`config.mk`:
```
export PLATFORM = sky130hd
export DESIGN_NAME = lcd_panel_clock_and_polarity
export DESIGN_NICKNAME = d
export VERILOG_FILES = /design/src/rtl/lcd_timing_pkg.sv /design/src/rtl/panel_clock_divider.sv /design/src/rtl/lcd_panel_clock_and_polarity.sv
export VERILOG_INCLUDE_DIRS = /design/src /design/src/rtl
export SDC_FILE = /design/constraint.sdc
export NUM_CORES = 1
export LEC_CHECK = 0
export BUFFER_PORTS_ARGS = -buffer_cell sky130_fd_sc_hd__buf_4
export CAP_MARGIN = 30
export CORE_MARGIN = 5
export CORE_UTILIZATION = 54
export CTS_BUF_LIST = sky130_fd_sc_hd__clkbuf_16
export DETAILED_ROUTE_END_ITERATION = 10
export MAX_ROUTING_LAYER = met4
export PLACE_DENSITY = 0.74
export SYNTH_ARGS = -nofsm -noshare
export SYNTH_HDL_FRONTEND = slang
export SYNTH_HIERARCHICAL = 1
export SYNTH_SLANG_ARGS = --single-unit
```
`constraint.sdc`:
```
create_clock -name I_CLOCK -period 5.3 [get_ports I_CLOCK]
set_input_delay 0.265 -clock I_CLOCK [delete_from_list [all_inputs] [get_ports I_CLOCK]]
set_output_delay 0.265 -clock I_CLOCK [all_outputs]
set_load 0.005 [all_outputs]
```
`src/rtl/lcd_timing_regs.svh`:
```
// Register offsets, field positions, reset values and widths of the panel clock block.
// Assumes APB byte addressing with one aligned 32-bit word per register.
`ifndef LCD_TIMING_REGS_SVH
`define LCD_TIMING_REGS_SVH

// ======================================================================
// Register offsets
`define OFS_MODE_CTRL      8'h00
`define OFS_STATUS         8'h04
`define OFS_PANEL_PANEL_TIMING_SECOND  8'h08

// ======================================================================
// Second timing register fields
`define T2_BYPASS_BIT      26
`define T2_FP_INV_BIT      11
`define T2_BIAS_MSB        10
`define T2_BIAS_LSB        6
`define T2_CLK_SRC_BIT     5
`define T2_DIV_MSB         4
`define T2_DIV_LSB         0
`define T2_LP_INV_BIT      12
`define T2_OE_INV_BIT      14
`define T2_WRITE_MASK      32'h07FF_7FFF
`define T2_RESET           32'h0000_0000

// ======================================================================
// Mode control fields
`define MC_TFT_BIT         0
`define MC_COLOUR_BIT      1
`define MC_WRITE_MASK      32'h0000_0003
`define MC_RESET           32'h0000_0000

// ======================================================================
// Divider and packing sizes
`define DIV_OFFSET         6'h02
`define PIXELS_PER_GROUP   4'h8
`define BYTES_PER_GROUP    2'h3

`endif

```
`src/rtl/lcd_timing_pkg.sv`:
```
// Types shared by the panel clock and polarity block.
// Assumes the constants come from lcd_timing_regs.svh.
package lcd_timing_pkg;

    typedef enum logic [1:0] {
        PACK_FILL = 2'b01,
        PACK_SEND = 2'b10
    } pack_state_t;

    typedef logic [4:0] divisor_t;

endpackage

```
`src/rtl/panel_clock_divider.sv`:
```
// Panel clock divider: divides controller clock ticks by (divisor + 2), or bypasses.
// Assumes i_tick is a one-cycle enable marking each controller clock period.
`timescale 1ns/1ps
`include "lcd_timing_regs.svh"

module panel_clock_divider
    import lcd_timing_pkg::*;
(
    input  wire logic     i_clk,
    input  wire logic     i_rst,
    input  wire logic     i_tick,
    input  wire divisor_t i_divisor,
    input  wire logic     i_bypass,
    output logic          o_panel_clk,
    output logic          o_rise
);

    // ==================================================================
    // Period arithmetic
    logic [5:0] cnt_q;
    logic [5:0] cnt_d;
    logic [5:0] period;
    logic [5:0] half;
    logic       wrap;
    logic       clk_d;

    assign period = {1'b0, i_divisor} + `DIV_OFFSET;
    assign half   = period >> 1;
    // A divisor rewritten mid-period can leave the count above the new end.
    assign wrap   = (cnt_q >= period - 6'h01);
    assign cnt_d  = wrap ? 6'h00 : cnt_q + 6'h01;
    assign clk_d  = i_bypass ? ~o_panel_clk : (cnt_d < half);

    // ==================================================================
    // State
    always_ff @(posedge i_clk or posedge i_rst) begin
        if (i_rst) begin
            cnt_q       <= 6'h00;
            o_panel_clk <= 1'b0;
            o_rise      <= 1'b0;
        end else begin
            o_rise <= i_tick & clk_d & ~o_panel_clk;
            if (i_tick) begin
                cnt_q       <= i_bypass ? 6'h00 : cnt_d;
                o_panel_clk <= clk_d;
            end
        end
    end

endmodule

```
`src/rtl/lcd_panel_clock_and_polarity.sv`:
```
// Panel clock, frame and line polarity, AC bias and colour STN byte packing.
// Assumes frame, line and data-enable timing come in as synchronous pulses
// from the rest of the display controller, and an APB master drives the bus.
`timescale 1ns/1ps
`include "lcd_timing_regs.svh"

module lcd_panel_clock_and_polarity
    import lcd_timing_pkg::*;
(
    input  wire logic        I_CLOCK,
    input  wire logic        I_SYS_RST,
    input  wire logic        I_PSEL,
    input  wire logic        I_PENABLE,
    input  wire logic        I_PWRITE,
    input  wire logic [7:0]  I_PADDR,
    input  wire logic [31:0] I_PWDATA,
    output logic [31:0]      O_PRDATA,
    output logic             O_PREADY,
    output logic             O_PSLVERR,
    input  wire logic        I_EXTERNAL_CLOCK_IN,
    input  wire logic        I_FRAME_PULSE,
    input  wire logic        I_LINE_PULSE,
    input  wire logic        I_DATA_ENABLE,
    input  wire logic [2:0]  I_PIXEL,
    input  wire logic        I_PIXEL_VALID,
    output logic             O_PIXEL_READY,
    output logic             O_FRAME_PULSE_OUT,
    output logic             O_LINE_PULSE_OUT,
    output logic             O_BIAS_OR_DATA_ENABLE_OUT,
    output logic             O_PANEL_CLOCK_OUT,
    output logic [7:0]       O_PANEL_DATA,
    output logic             O_PANEL_DATA_VALID
);

    // ==================================================================
    // APB decode
    logic [31:0] panel_timing_second_q;
    logic [31:0] mode_q;
    logic [31:0] status_word;
    logic [31:0] rd_mux;
    logic        access;
    logic        hit_mode;
    logic        hit_status;
    logic        hit_panel_timing_second;
    logic        mapped;
    logic        wr_en;

    // The slave inserts one wait state so the answer comes from flops.
    assign access      = I_PSEL & I_PENABLE & ~O_PREADY;
    assign hit_mode    = (I_PADDR == `OFS_MODE_CTRL);
    assign hit_status  = (I_PADDR == `OFS_STATUS);
    assign hit_panel_timing_second = (I_PADDR == `OFS_PANEL_PANEL_TIMING_SECOND);
    assign mapped      = hit_mode | hit_status | hit_panel_timing_second;
    assign wr_en       = I_PSEL & I_PENABLE & O_PREADY & I_PWRITE & ~O_PSLVERR;
    assign rd_mux      = hit_panel_timing_second ? panel_timing_second_q :
                         hit_mode    ? mode_q    :
                         hit_status  ? status_word : 32'h0000_0000;

    always_ff @(posedge I_CLOCK or posedge I_SYS_RST) begin
        if (I_SYS_RST) begin
            O_PREADY  <= 1'b0;
            O_PSLVERR <= 1'b0;
            O_PRDATA  <= 32'h0000_0000;
        end else begin
            O_PREADY  <= access;
            O_PSLVERR <= access & (~mapped | (hit_status & I_PWRITE));
            if (access & ~I_PWRITE) begin
                O_PRDATA <= rd_mux;
            end
        end
    end

    // ==================================================================
    // Registers
    always_ff @(posedge I_CLOCK or posedge I_SYS_RST) begin
        if (I_SYS_RST) begin
            panel_timing_second_q <= `T2_RESET;
            mode_q    <= `MC_RESET;
        end else if (wr_en) begin
            if (hit_panel_timing_second) begin
                panel_timing_second_q <= I_PWDATA & `T2_WRITE_MASK;
            end
            if (hit_mode) begin
                mode_q <= I_PWDATA & `MC_WRITE_MASK;
            end
        end
    end

    logic     tft_mode;
    logic     colour_stn;
    logic     fp_invert;
    logic     lp_invert;
    logic     oe_invert;
    logic     ext_select;
    logic     bypass;
    logic [4:0] bias_period;
    divisor_t divisor;

    assign tft_mode    = mode_q[`MC_TFT_BIT];
    assign colour_stn  = mode_q[`MC_COLOUR_BIT] & ~tft_mode;
    assign fp_invert   = panel_timing_second_q[`T2_FP_INV_BIT];
    assign lp_invert   = panel_timing_second_q[`T2_LP_INV_BIT];
    assign oe_invert   = panel_timing_second_q[`T2_OE_INV_BIT] & tft_mode;
    assign ext_select  = panel_timing_second_q[`T2_CLK_SRC_BIT];
    assign bias_period = panel_timing_second_q[`T2_BIAS_MSB:`T2_BIAS_LSB];
    assign divisor     = panel_timing_second_q[`T2_DIV_MSB:`T2_DIV_LSB];
    // Bypass only has meaning for TFT panels; STN keeps its divider.
    assign bypass      = panel_timing_second_q[`T2_BYPASS_BIT] & tft_mode;

    // ==================================================================
    // Controller clock selection and panel clock
    logic ext_q;
    logic ctrl_tick;
    logic panel_clk;
    logic panel_rise;

    // The external pin is sampled; each rising edge is one controller tick.
    assign ctrl_tick = ext_select ? (I_EXTERNAL_CLOCK_IN & ~ext_q) : 1'b1;

    always_ff @(posedge I_CLOCK or posedge I_SYS_RST) begin
        if (I_SYS_RST) begin
            ext_q <= 1'b0;
        end else begin
            ext_q <= I_EXTERNAL_CLOCK_IN;
        end
    end

    panel_clock_divider u_div (
        .i_clk       (I_CLOCK),
        .i_rst       (I_SYS_RST),
        .i_tick      (ctrl_tick),
        .i_divisor   (divisor),
        .i_bypass    (bypass),
        .o_panel_clk (panel_clk),
        .o_rise      (panel_rise)
    );

    // ==================================================================
    // AC bias and polarity outputs
    logic [4:0] line_cnt_q;
    logic       bias_q;
    logic       bias_due;

    assign bias_due = I_LINE_PULSE & (line_cnt_q >= bias_period);

    always_ff @(posedge I_CLOCK or posedge I_SYS_RST) begin
        if (I_SYS_RST) begin
            line_cnt_q <= 5'h00;
            bias_q     <= 1'b0;
        end else if (tft_mode) begin
            line_cnt_q <= 5'h00;
        end else if (I_LINE_PULSE) begin
            line_cnt_q <= bias_due ? 5'h00 : line_cnt_q + 5'h01;
            bias_q     <= bias_q ^ bias_due;
        end
    end

    always_ff @(posedge I_CLOCK or posedge I_SYS_RST) begin
        if (I_SYS_RST) begin
            O_FRAME_PULSE_OUT         <= 1'b0;
            O_LINE_PULSE_OUT          <= 1'b0;
            O_BIAS_OR_DATA_ENABLE_OUT <= 1'b0;
            O_PANEL_CLOCK_OUT         <= 1'b0;
        end else begin
            O_FRAME_PULSE_OUT         <= I_FRAME_PULSE ^ fp_invert;
            O_LINE_PULSE_OUT          <= I_LINE_PULSE ^ lp_invert;
            O_BIAS_OR_DATA_ENABLE_OUT <= tft_mode ? (I_DATA_ENABLE ^ oe_invert)
                                                  : bias_q;
            O_PANEL_CLOCK_OUT         <= panel_clk;
        end
    end

    // ==================================================================
    // Colour STN packer: eight 3-bit pixels become three bytes.
    pack_state_t state_q;
    pack_state_t state_d;
    logic [23:0] acc_q;
    logic [3:0]  pix_cnt_q;
    logic [1:0]  byte_cnt_q;
    logic        take_pixel;
    logic        send_byte;
    logic        last_byte;

    // A pixel is only taken while ready is shown, so a held pixel is never packed twice.
    assign take_pixel = colour_stn & (state_q == PACK_FILL) & I_PIXEL_VALID & O_PIXEL_READY;
    assign send_byte  = (state_q == PACK_SEND) & panel_rise;
    assign last_byte  = (byte_cnt_q == `BYTES_PER_GROUP - 2'h1);

    always_comb begin
        state_d = state_q;
        case (state_q)
            PACK_FILL: begin
                if (take_pixel & (pix_cnt_q == `PIXELS_PER_GROUP - 4'h1)) begin
                    state_d = PACK_SEND;
                end
            end
            PACK_SEND: begin
                if (send_byte & last_byte) begin
                    state_d = PACK_FILL;
                end
            end
            default: begin
                state_d = PACK_FILL;
            end
        endcase
        if (!colour_stn) begin
            state_d = PACK_FILL;
        end
    end

    always_ff @(posedge I_CLOCK or posedge I_SYS_RST) begin
        if (I_SYS_RST) begin
            state_q            <= PACK_FILL;
            acc_q              <= 24'h000000;
            pix_cnt_q          <= 4'h0;
            byte_cnt_q         <= 2'h0;
            O_PANEL_DATA       <= 8'h00;
            O_PANEL_DATA_VALID <= 1'b0;
            O_PIXEL_READY      <= 1'b0;
        end else begin
            state_q            <= state_d;
            O_PANEL_DATA_VALID <= send_byte;
            // Ready drops while a group is on its way out, stalling the source.
            O_PIXEL_READY      <= colour_stn & (state_d == PACK_FILL) &
                                  ~(take_pixel & (pix_cnt_q == `PIXELS_PER_GROUP - 4'h1));
            if (!colour_stn) begin
                pix_cnt_q  <= 4'h0;
                byte_cnt_q <= 2'h0;
            end else if (take_pixel) begin
                acc_q     <= {acc_q[20:0], I_PIXEL};
                pix_cnt_q <= (pix_cnt_q == `PIXELS_PER_GROUP - 4'h1) ? 4'h0
                                                                     : pix_cnt_q + 4'h1;
            end else if (send_byte) begin
                O_PANEL_DATA <= acc_q[23:16];
                acc_q        <= {acc_q[15:0], 8'h00};
                byte_cnt_q   <= last_byte ? 2'h0 : byte_cnt_q + 2'h1;
            end
        end
    end

    // ==================================================================
    // Status read-back
    assign status_word = {24'h000000, byte_cnt_q, pix_cnt_q, O_PANEL_CLOCK_OUT, bias_q};

endmodule

```
# [After elaboration in Yosys (flattened, before gate mapping)]
# Index checks and enable logic that the tools add are counted.
[totals] reg_bits=123 inputBits=53 out_inout_bits=48
[classes] add_sub_neg=6 order_cmp=3 n_eq_ne=10 n_mux=24 n_bitwise=39 n_reduce_logical=9
[ops] cell="$mux W24" count=2
[ops] cell="$mux W27" count=1
[ops] cell="$and A1 B1 Y1" count=23
[ops] cell="$mux W8" count=2
[ops] cell="$mux W5" count=3
[ops] cell="$mux W2" count=7
[ops] cell="$mux W4" count=3
[ops] cell="$mux W6" count=2
[ops] cell="$reduce_and A2 Y1" count=5
[ops] cell="$not A1 Y1" count=9
[ops] cell="$eq A8 B3 Y1 const B" count=1
[ops] cell="$eq A8 B4 Y1 const B" count=1
[ops] cell="$logic_not A8 Y1" count=1
[ops] cell="$add A5 B2 Y6 const B" count=1
[ops] cell="$add A6 B1 Y6 const B" count=1
[ops] cell="$ge A6 B6 Y1" count=1
[ops] cell="$lt A6 B5 Y1" count=1
[ops] cell="$sub A6 B1 Y6 const B" count=1
[ops] cell="$add A5 B1 Y5 const B" count=1
[ops] cell="$ge A5 B5 Y1" count=1
[ops] cell="$add A4 B1 Y4 const B" count=1
[ops] cell="$eq A2 B1 Y1 const B" count=2
[ops] cell="$eq A2 B2 Y1 const B" count=2
[ops] cell="$eq A4 B3 Y1 const B" count=1
[ops] cell="9 further kinds" count=18

# [Logic depth before layout (Yosys ltp)]
[depth] depth_word=12 depth_mapped=14 ltp_nobuf=14

# [Hierarchy]
# Netlist, hierarchy kept.
[by_module_without_submodules] module="lcd_panel_clock_and_polarity" n_inst=1 cells_each=396 area_per_inst_um2=4753.3
[by_module_without_submodules] module="panel_clock_divider" n_inst=1 cells_each=101 area_per_inst_um2=879.6

# [Least setup slack after synthesis]
# Ideal clock, no wire load.
[synth_timing] path_kind="reg-to-reg" startpoint="reg panel_timing_second_q[1]" endpoint="reg u_div.o_panel_clk" t_arrival_ps=2979 required_time_ps=5219 slack_ps=2239 path_stages_with_launch=15 n_path_buf=0 period_less_slack_ps=3061 path_cell_list="dfrtp_1 > ha_1 > xnor2_1 > nand3_1 > xnor2_1 > ha_1 > nand4_1 > o221ai_2 > nor2_1 > ha_1 > a21oi_1 > nand2_1 > a2111oi_4 > o21ai_2 > a31oi_2"
[synth_between] elab_chain_len=6
[synth_lines] item="start: declaration" line_no="lcd_panel_clock_and_polarity.sv:37" text="logic [31:0] panel_timing_second_q;"
[synth_lines] item="start signal: assignment" line_no="lcd_panel_clock_and_polarity.sv:77" text="panel_timing_second_q <= `T2_RESET;"
[synth_lines] item="start signal: assignment" line_no="lcd_panel_clock_and_polarity.sv:81" text="panel_timing_second_q <= I_PWDATA & `T2_WRITE_MASK;"
[synth_lines] item="$add A5 B2 Y6 (no source line) (*)"
[synth_lines] item="$sub A6 B1 Y6" line_no="panel_clock_divider.sv:30" text="assign wrap = (cnt_q >= period - 6'h01);"
[synth_lines] item="$ge A6 B6 Y1" line_no="panel_clock_divider.sv:30"
[synth_lines] item="$mux W6" line_no="panel_clock_divider.sv:31" text="assign cnt_d = wrap ? 6'h00 : cnt_q + 6'h01;"
[synth_lines] item="$lt A6 B5 Y1 (*)" line_no="panel_clock_divider.sv:32" text="assign clk_d = i_bypass ? ~o_panel_clk : (cnt_d < half);"
[synth_lines] item="$mux W1 (*)" line_no="panel_clock_divider.sv:32"
[synth_lines] item="end signal: assignment" line_no="panel_clock_divider.sv:45" text="o_panel_clk <= clk_d;"
[synth_lines] item="end: declaration" line_no="panel_clock_divider.sv:14" text="output logic o_panel_clk,"
# Every way passes the cells marked *; elsewhere a longest branch is shown, timed or not.
# A chain may end at the register's enable or synchronous reset.

# [Worst setup path in the final report]
# Ends and elaborated chain as after synthesis.

==> impl_metrics.tcl <==
set metrics [dict create \
    die_h_um 112 \
    cts_setup_buffers 0 \
    drcViolationCount 0 \
    route.met3.wl_um 761 \
    cts_buffers 17 \
    drive_gt1_frac 0.301 \
    grtUsageTotal 0.209 \
    crit_slowest_cell "dfrtp_1" \
    core_sq_um 10200 \
    slew_headroom 0.388 \
    worstPathMaxFanout 8 \
    wl_met2_um 5940 \
    fin_crit_ns 3.50 \
    n_fill_cell 730 \
    ys_async_sr_fraction 1.00 \
    yosysUniqueCellTypes 61 \
    synth.avg_cell_area_sq_um 11.3 \
    synth_common_cells "116 x dfrtp_1, 43 x nor2_1, 39 x nand2_1" \
    yosys.area.top_type_share 0.515 \
    yosysMostFrequentCell "dfrtp_1" \
    fp-row-count 37 \
    internal_power_uw 1920 \
    overflow 0 \
    start_util 0.551 \
    synth_area_leaders "dfrtp_1 52%, mux2_4 5.3%, ha_1 5.1%" \
    grt_pass1_vias 4226 \
    leakagePower_uw 0.00355 \
    die-area_sq_um 12600 \
    preCtsSetupSlack_ns 1.92 \
    clkPwrFrac 0.525 \
    min_period_over_period 0.661 \
    final_nets 665 \
    synthCells 497 \
    maxCapViolCount 0 \
    htree_num_levels 4 \
    cts_tree "done" \
    dp_hpwl_um 8320 \
    instances_no_fill 738 \
    ys_seq_elements 117 \
    crit_chain "ha_1 > xnor2_1 > nand3_1 > xnor2_1 > ha_1 > nand4_1 > o221ai_2 > nor2_1 > ha_1 > nand4_1 > nor2_1 > a2111oi_4 > o21ai_2 > a31oi_2" \
    p_switching_uw 571 \
    port-buffer-count 88 \
    synth_top_area_cell "dfrtp_1" \
    dieWidth_um 112 \
    n_antenna_cell 0 \
    cp.required_ns 5.63 \
    min_path_type "primary input to flip-flop" \
    yosysWarnings 6 \
    first_pass_iters 4 \
    synth_edf_count 0 \
    numClockSinks 117 \
    cts.path.max_buffers 2 \
    hold_viol_final 0 \
    clock_latency_ns 0.41 \
    io_pins 101 \
    crit_type "flip-flop to flip-flop" \
    status "finished clean" \
    wl_met1_um 5580 \
    p_sw_frac 0.229 \
    p_seq_frac 0.378 \
    drv_slew 0 \
    final_antenna_net_count 0 \
    max_freq_mhz 286 \
    synth_seq_area_share 0.520 \
    finalSetupViolCount 0 \
    placed_cells 704 \
    avgRoutedWirePerCell_um 16.9 \
    path_buf_inv 0 \
    drt_iter0_markers 209 \
    grt_pass1_wl_um 20700 \
    synth_flop_cell "dfrtp_1" \
    rsz0062_at_grt "no" \
    syn_to_final_growth_pct 25.4 \
    finalSetupTns_ns 0 \
    vias 4136 \
    tightest_slew_ns 0.905 \
    highest_layer "met4" \
    combinationalPowerShare 0.097 \
    cts-root-buf "clkbuf_16" \
    setup_slack_ns 1.80 \
    cp_top_family "adder cells" \
    max_stage_delay_ns 0.48 \
    ir_drop_v 0.000196 \
    drt_wl_total_um 12500 \
    powerDensity_nw_per_um2 353 \
    clkTransAtPathRegs_ns 0.06 \
    cp-end-kind "flip-flop" \
    antenna_found_initial 0 \
    cp_data_arrival_time_ns 3.83 \
    startpoint_type "flip-flop" \
    place_congestion 0.868 \
    synth_area_sq_um 5630 \
    fin_skew_ns 0.00918 \
    crit_top_cell "ha_1" \
    vias_per_cell 5.60 \
    grt_max_degree 61 \
]
==> layout make-up <==
class / instances / area (sq um) / share of cell area
Clock buffer: 17 / 425 / 0.0602
Clock inverter: 15 / 250 / 0.0354
Inverter: 26 / 100 / 0.0142
Multi-Input combinational cell: 332 / 2450 / 0.347
Sequential cell: 117 / 2930 / 0.415
Tap cell: 136 / 170 / 0.0241
Timing Repair Buffer: 95 / 738 / 0.105
==> layer usage <==
metal,global-route usage,vias to the layer above
met3,0.0550,17
met4,0.0681,0
li1,-,1947
met2,0.323,130
met5,-,-
met1,0.271,2042
==> metrics by stage <==
step	utilization	cell area, sq um	total power (uW)	hold slack (ns)
2_1_floorplan	-	5650	1120	0.0807
6_report	0.690	7060	2490	0.0303
5_1_grt	0.690	7060	2590	0.0328
4_1_cts	0.690	7060	2510	0.0219
3_5_place_dp	0.622	6370	1200	0.288
3_3_place_gp	0.620	6340	1190	0.292
==> power by group through the flow <==
stage | registers, uW | logic [uW] | clock network, uW
3_5_place_dp | 958 | 238 | 0
6_report | 943 | 241 | 1310
2_1_floorplan | 952 | 165 | 0
5_1_grt | 947 | 271 | 1370
4_1_cts | 943 | 243 | 1320
3_3_place_gp | 957 | 232 | 0
==> sequential cells by signal, summed over array words and instances (netlist names), 2 cells and up <==
register	flops
state_q	2
byte_cnt_q	2
O_PANEL_DATA	8
u_div/cnt_q	6
mode_q	2
O_PRDATA	26
panel_timing_second_q	26
acc_q	24
line_cnt_q	5
pix_cnt_q	4
==> logic make-up after synthesis <==
kind of cell	Yosys count	share of synthesized area
simple gates	131	0.117
flops	117	0.520
compound gates	116	0.145
buf+inv	53	0.0486
mux	40	0.0926
fa+ha+maj	23	0.0511
xor+xnor	16	0.0249
other cells	1	0.000666
==> what timing repair did <==
| item | in CTS | in global routing |
|---|---|---|
| hold buffers | 2 | 0 |
| hold endpoints to repair | 58 | 0 |
| resized for setup | 0 | 0 |
==> worst paths after layout <==
check | startpoint | end | slack, ns | cells past startpoint
max reg2reg | panel_timing_second_q[1] | u_div/o_panel_clk | 1.80 | 14
min in group asynchronous | I_SYS_RST | u_div/o_panel_clk | 0.42 | 3
min | I_FRAME_PULSE | O_FRAME_PULSE_OUT | 0.03 | 2
min reg2reg | u_div/o_panel_clk | O_PANEL_CLOCK_OUT | 0.43 | 0
max in group asynchronous | I_SYS_RST | acc_q[11] | 3.62 | 4
max | panel_timing_second_q[1] | u_div/o_panel_clk | 1.80 | 14
==> cells in the final DEF (no fill, tap or decap), types with 2 or more instances in the layout <==
master / netlist / routed
nand3_1: 13 / 13
bufinv_16: 0 / 6
a21oi_1: 32 / 32
o21ai_2: 2 / 2
or4_4: 2 / 2
buf_4: 7 / 92
or3_4: 2 / 2
nor2b_1: 6 / 6
dfrtp_1: 116 / 116
o21a_1: 3 / 3
nand2b_1: 5 / 5
conb_1: 1 / 6
and2_1: 2 / 2
a22o_1: 21 / 21
clkinv_4: 0 / 2
clkbuf_16: 0 / 17
a211o_1: 2 / 2
xor2_1: 5 / 5
mux2i_1: 3 / 3
o21ai_0: 16 / 16
mux2_2: 17 / 17
nor2_1: 43 / 43
nor3_1: 2 / 2
a21oi_2: 3 / 3
nor4_1: 2 / 2
a222oi_1: 6 / 6
inv_6: 0 / 3
inv_1: 26 / 25
mux2_4: 20 / 20
o22ai_1: 18 / 18
nand2_1: 39 / 39
clkinvlp_4: 0 / 3
xnor2_1: 11 / 11
nand4_1: 3 / 3
dlygate4sd3_1: 0 / 2
ha_1: 23 / 23
Power figures use the tool's default switching activity.
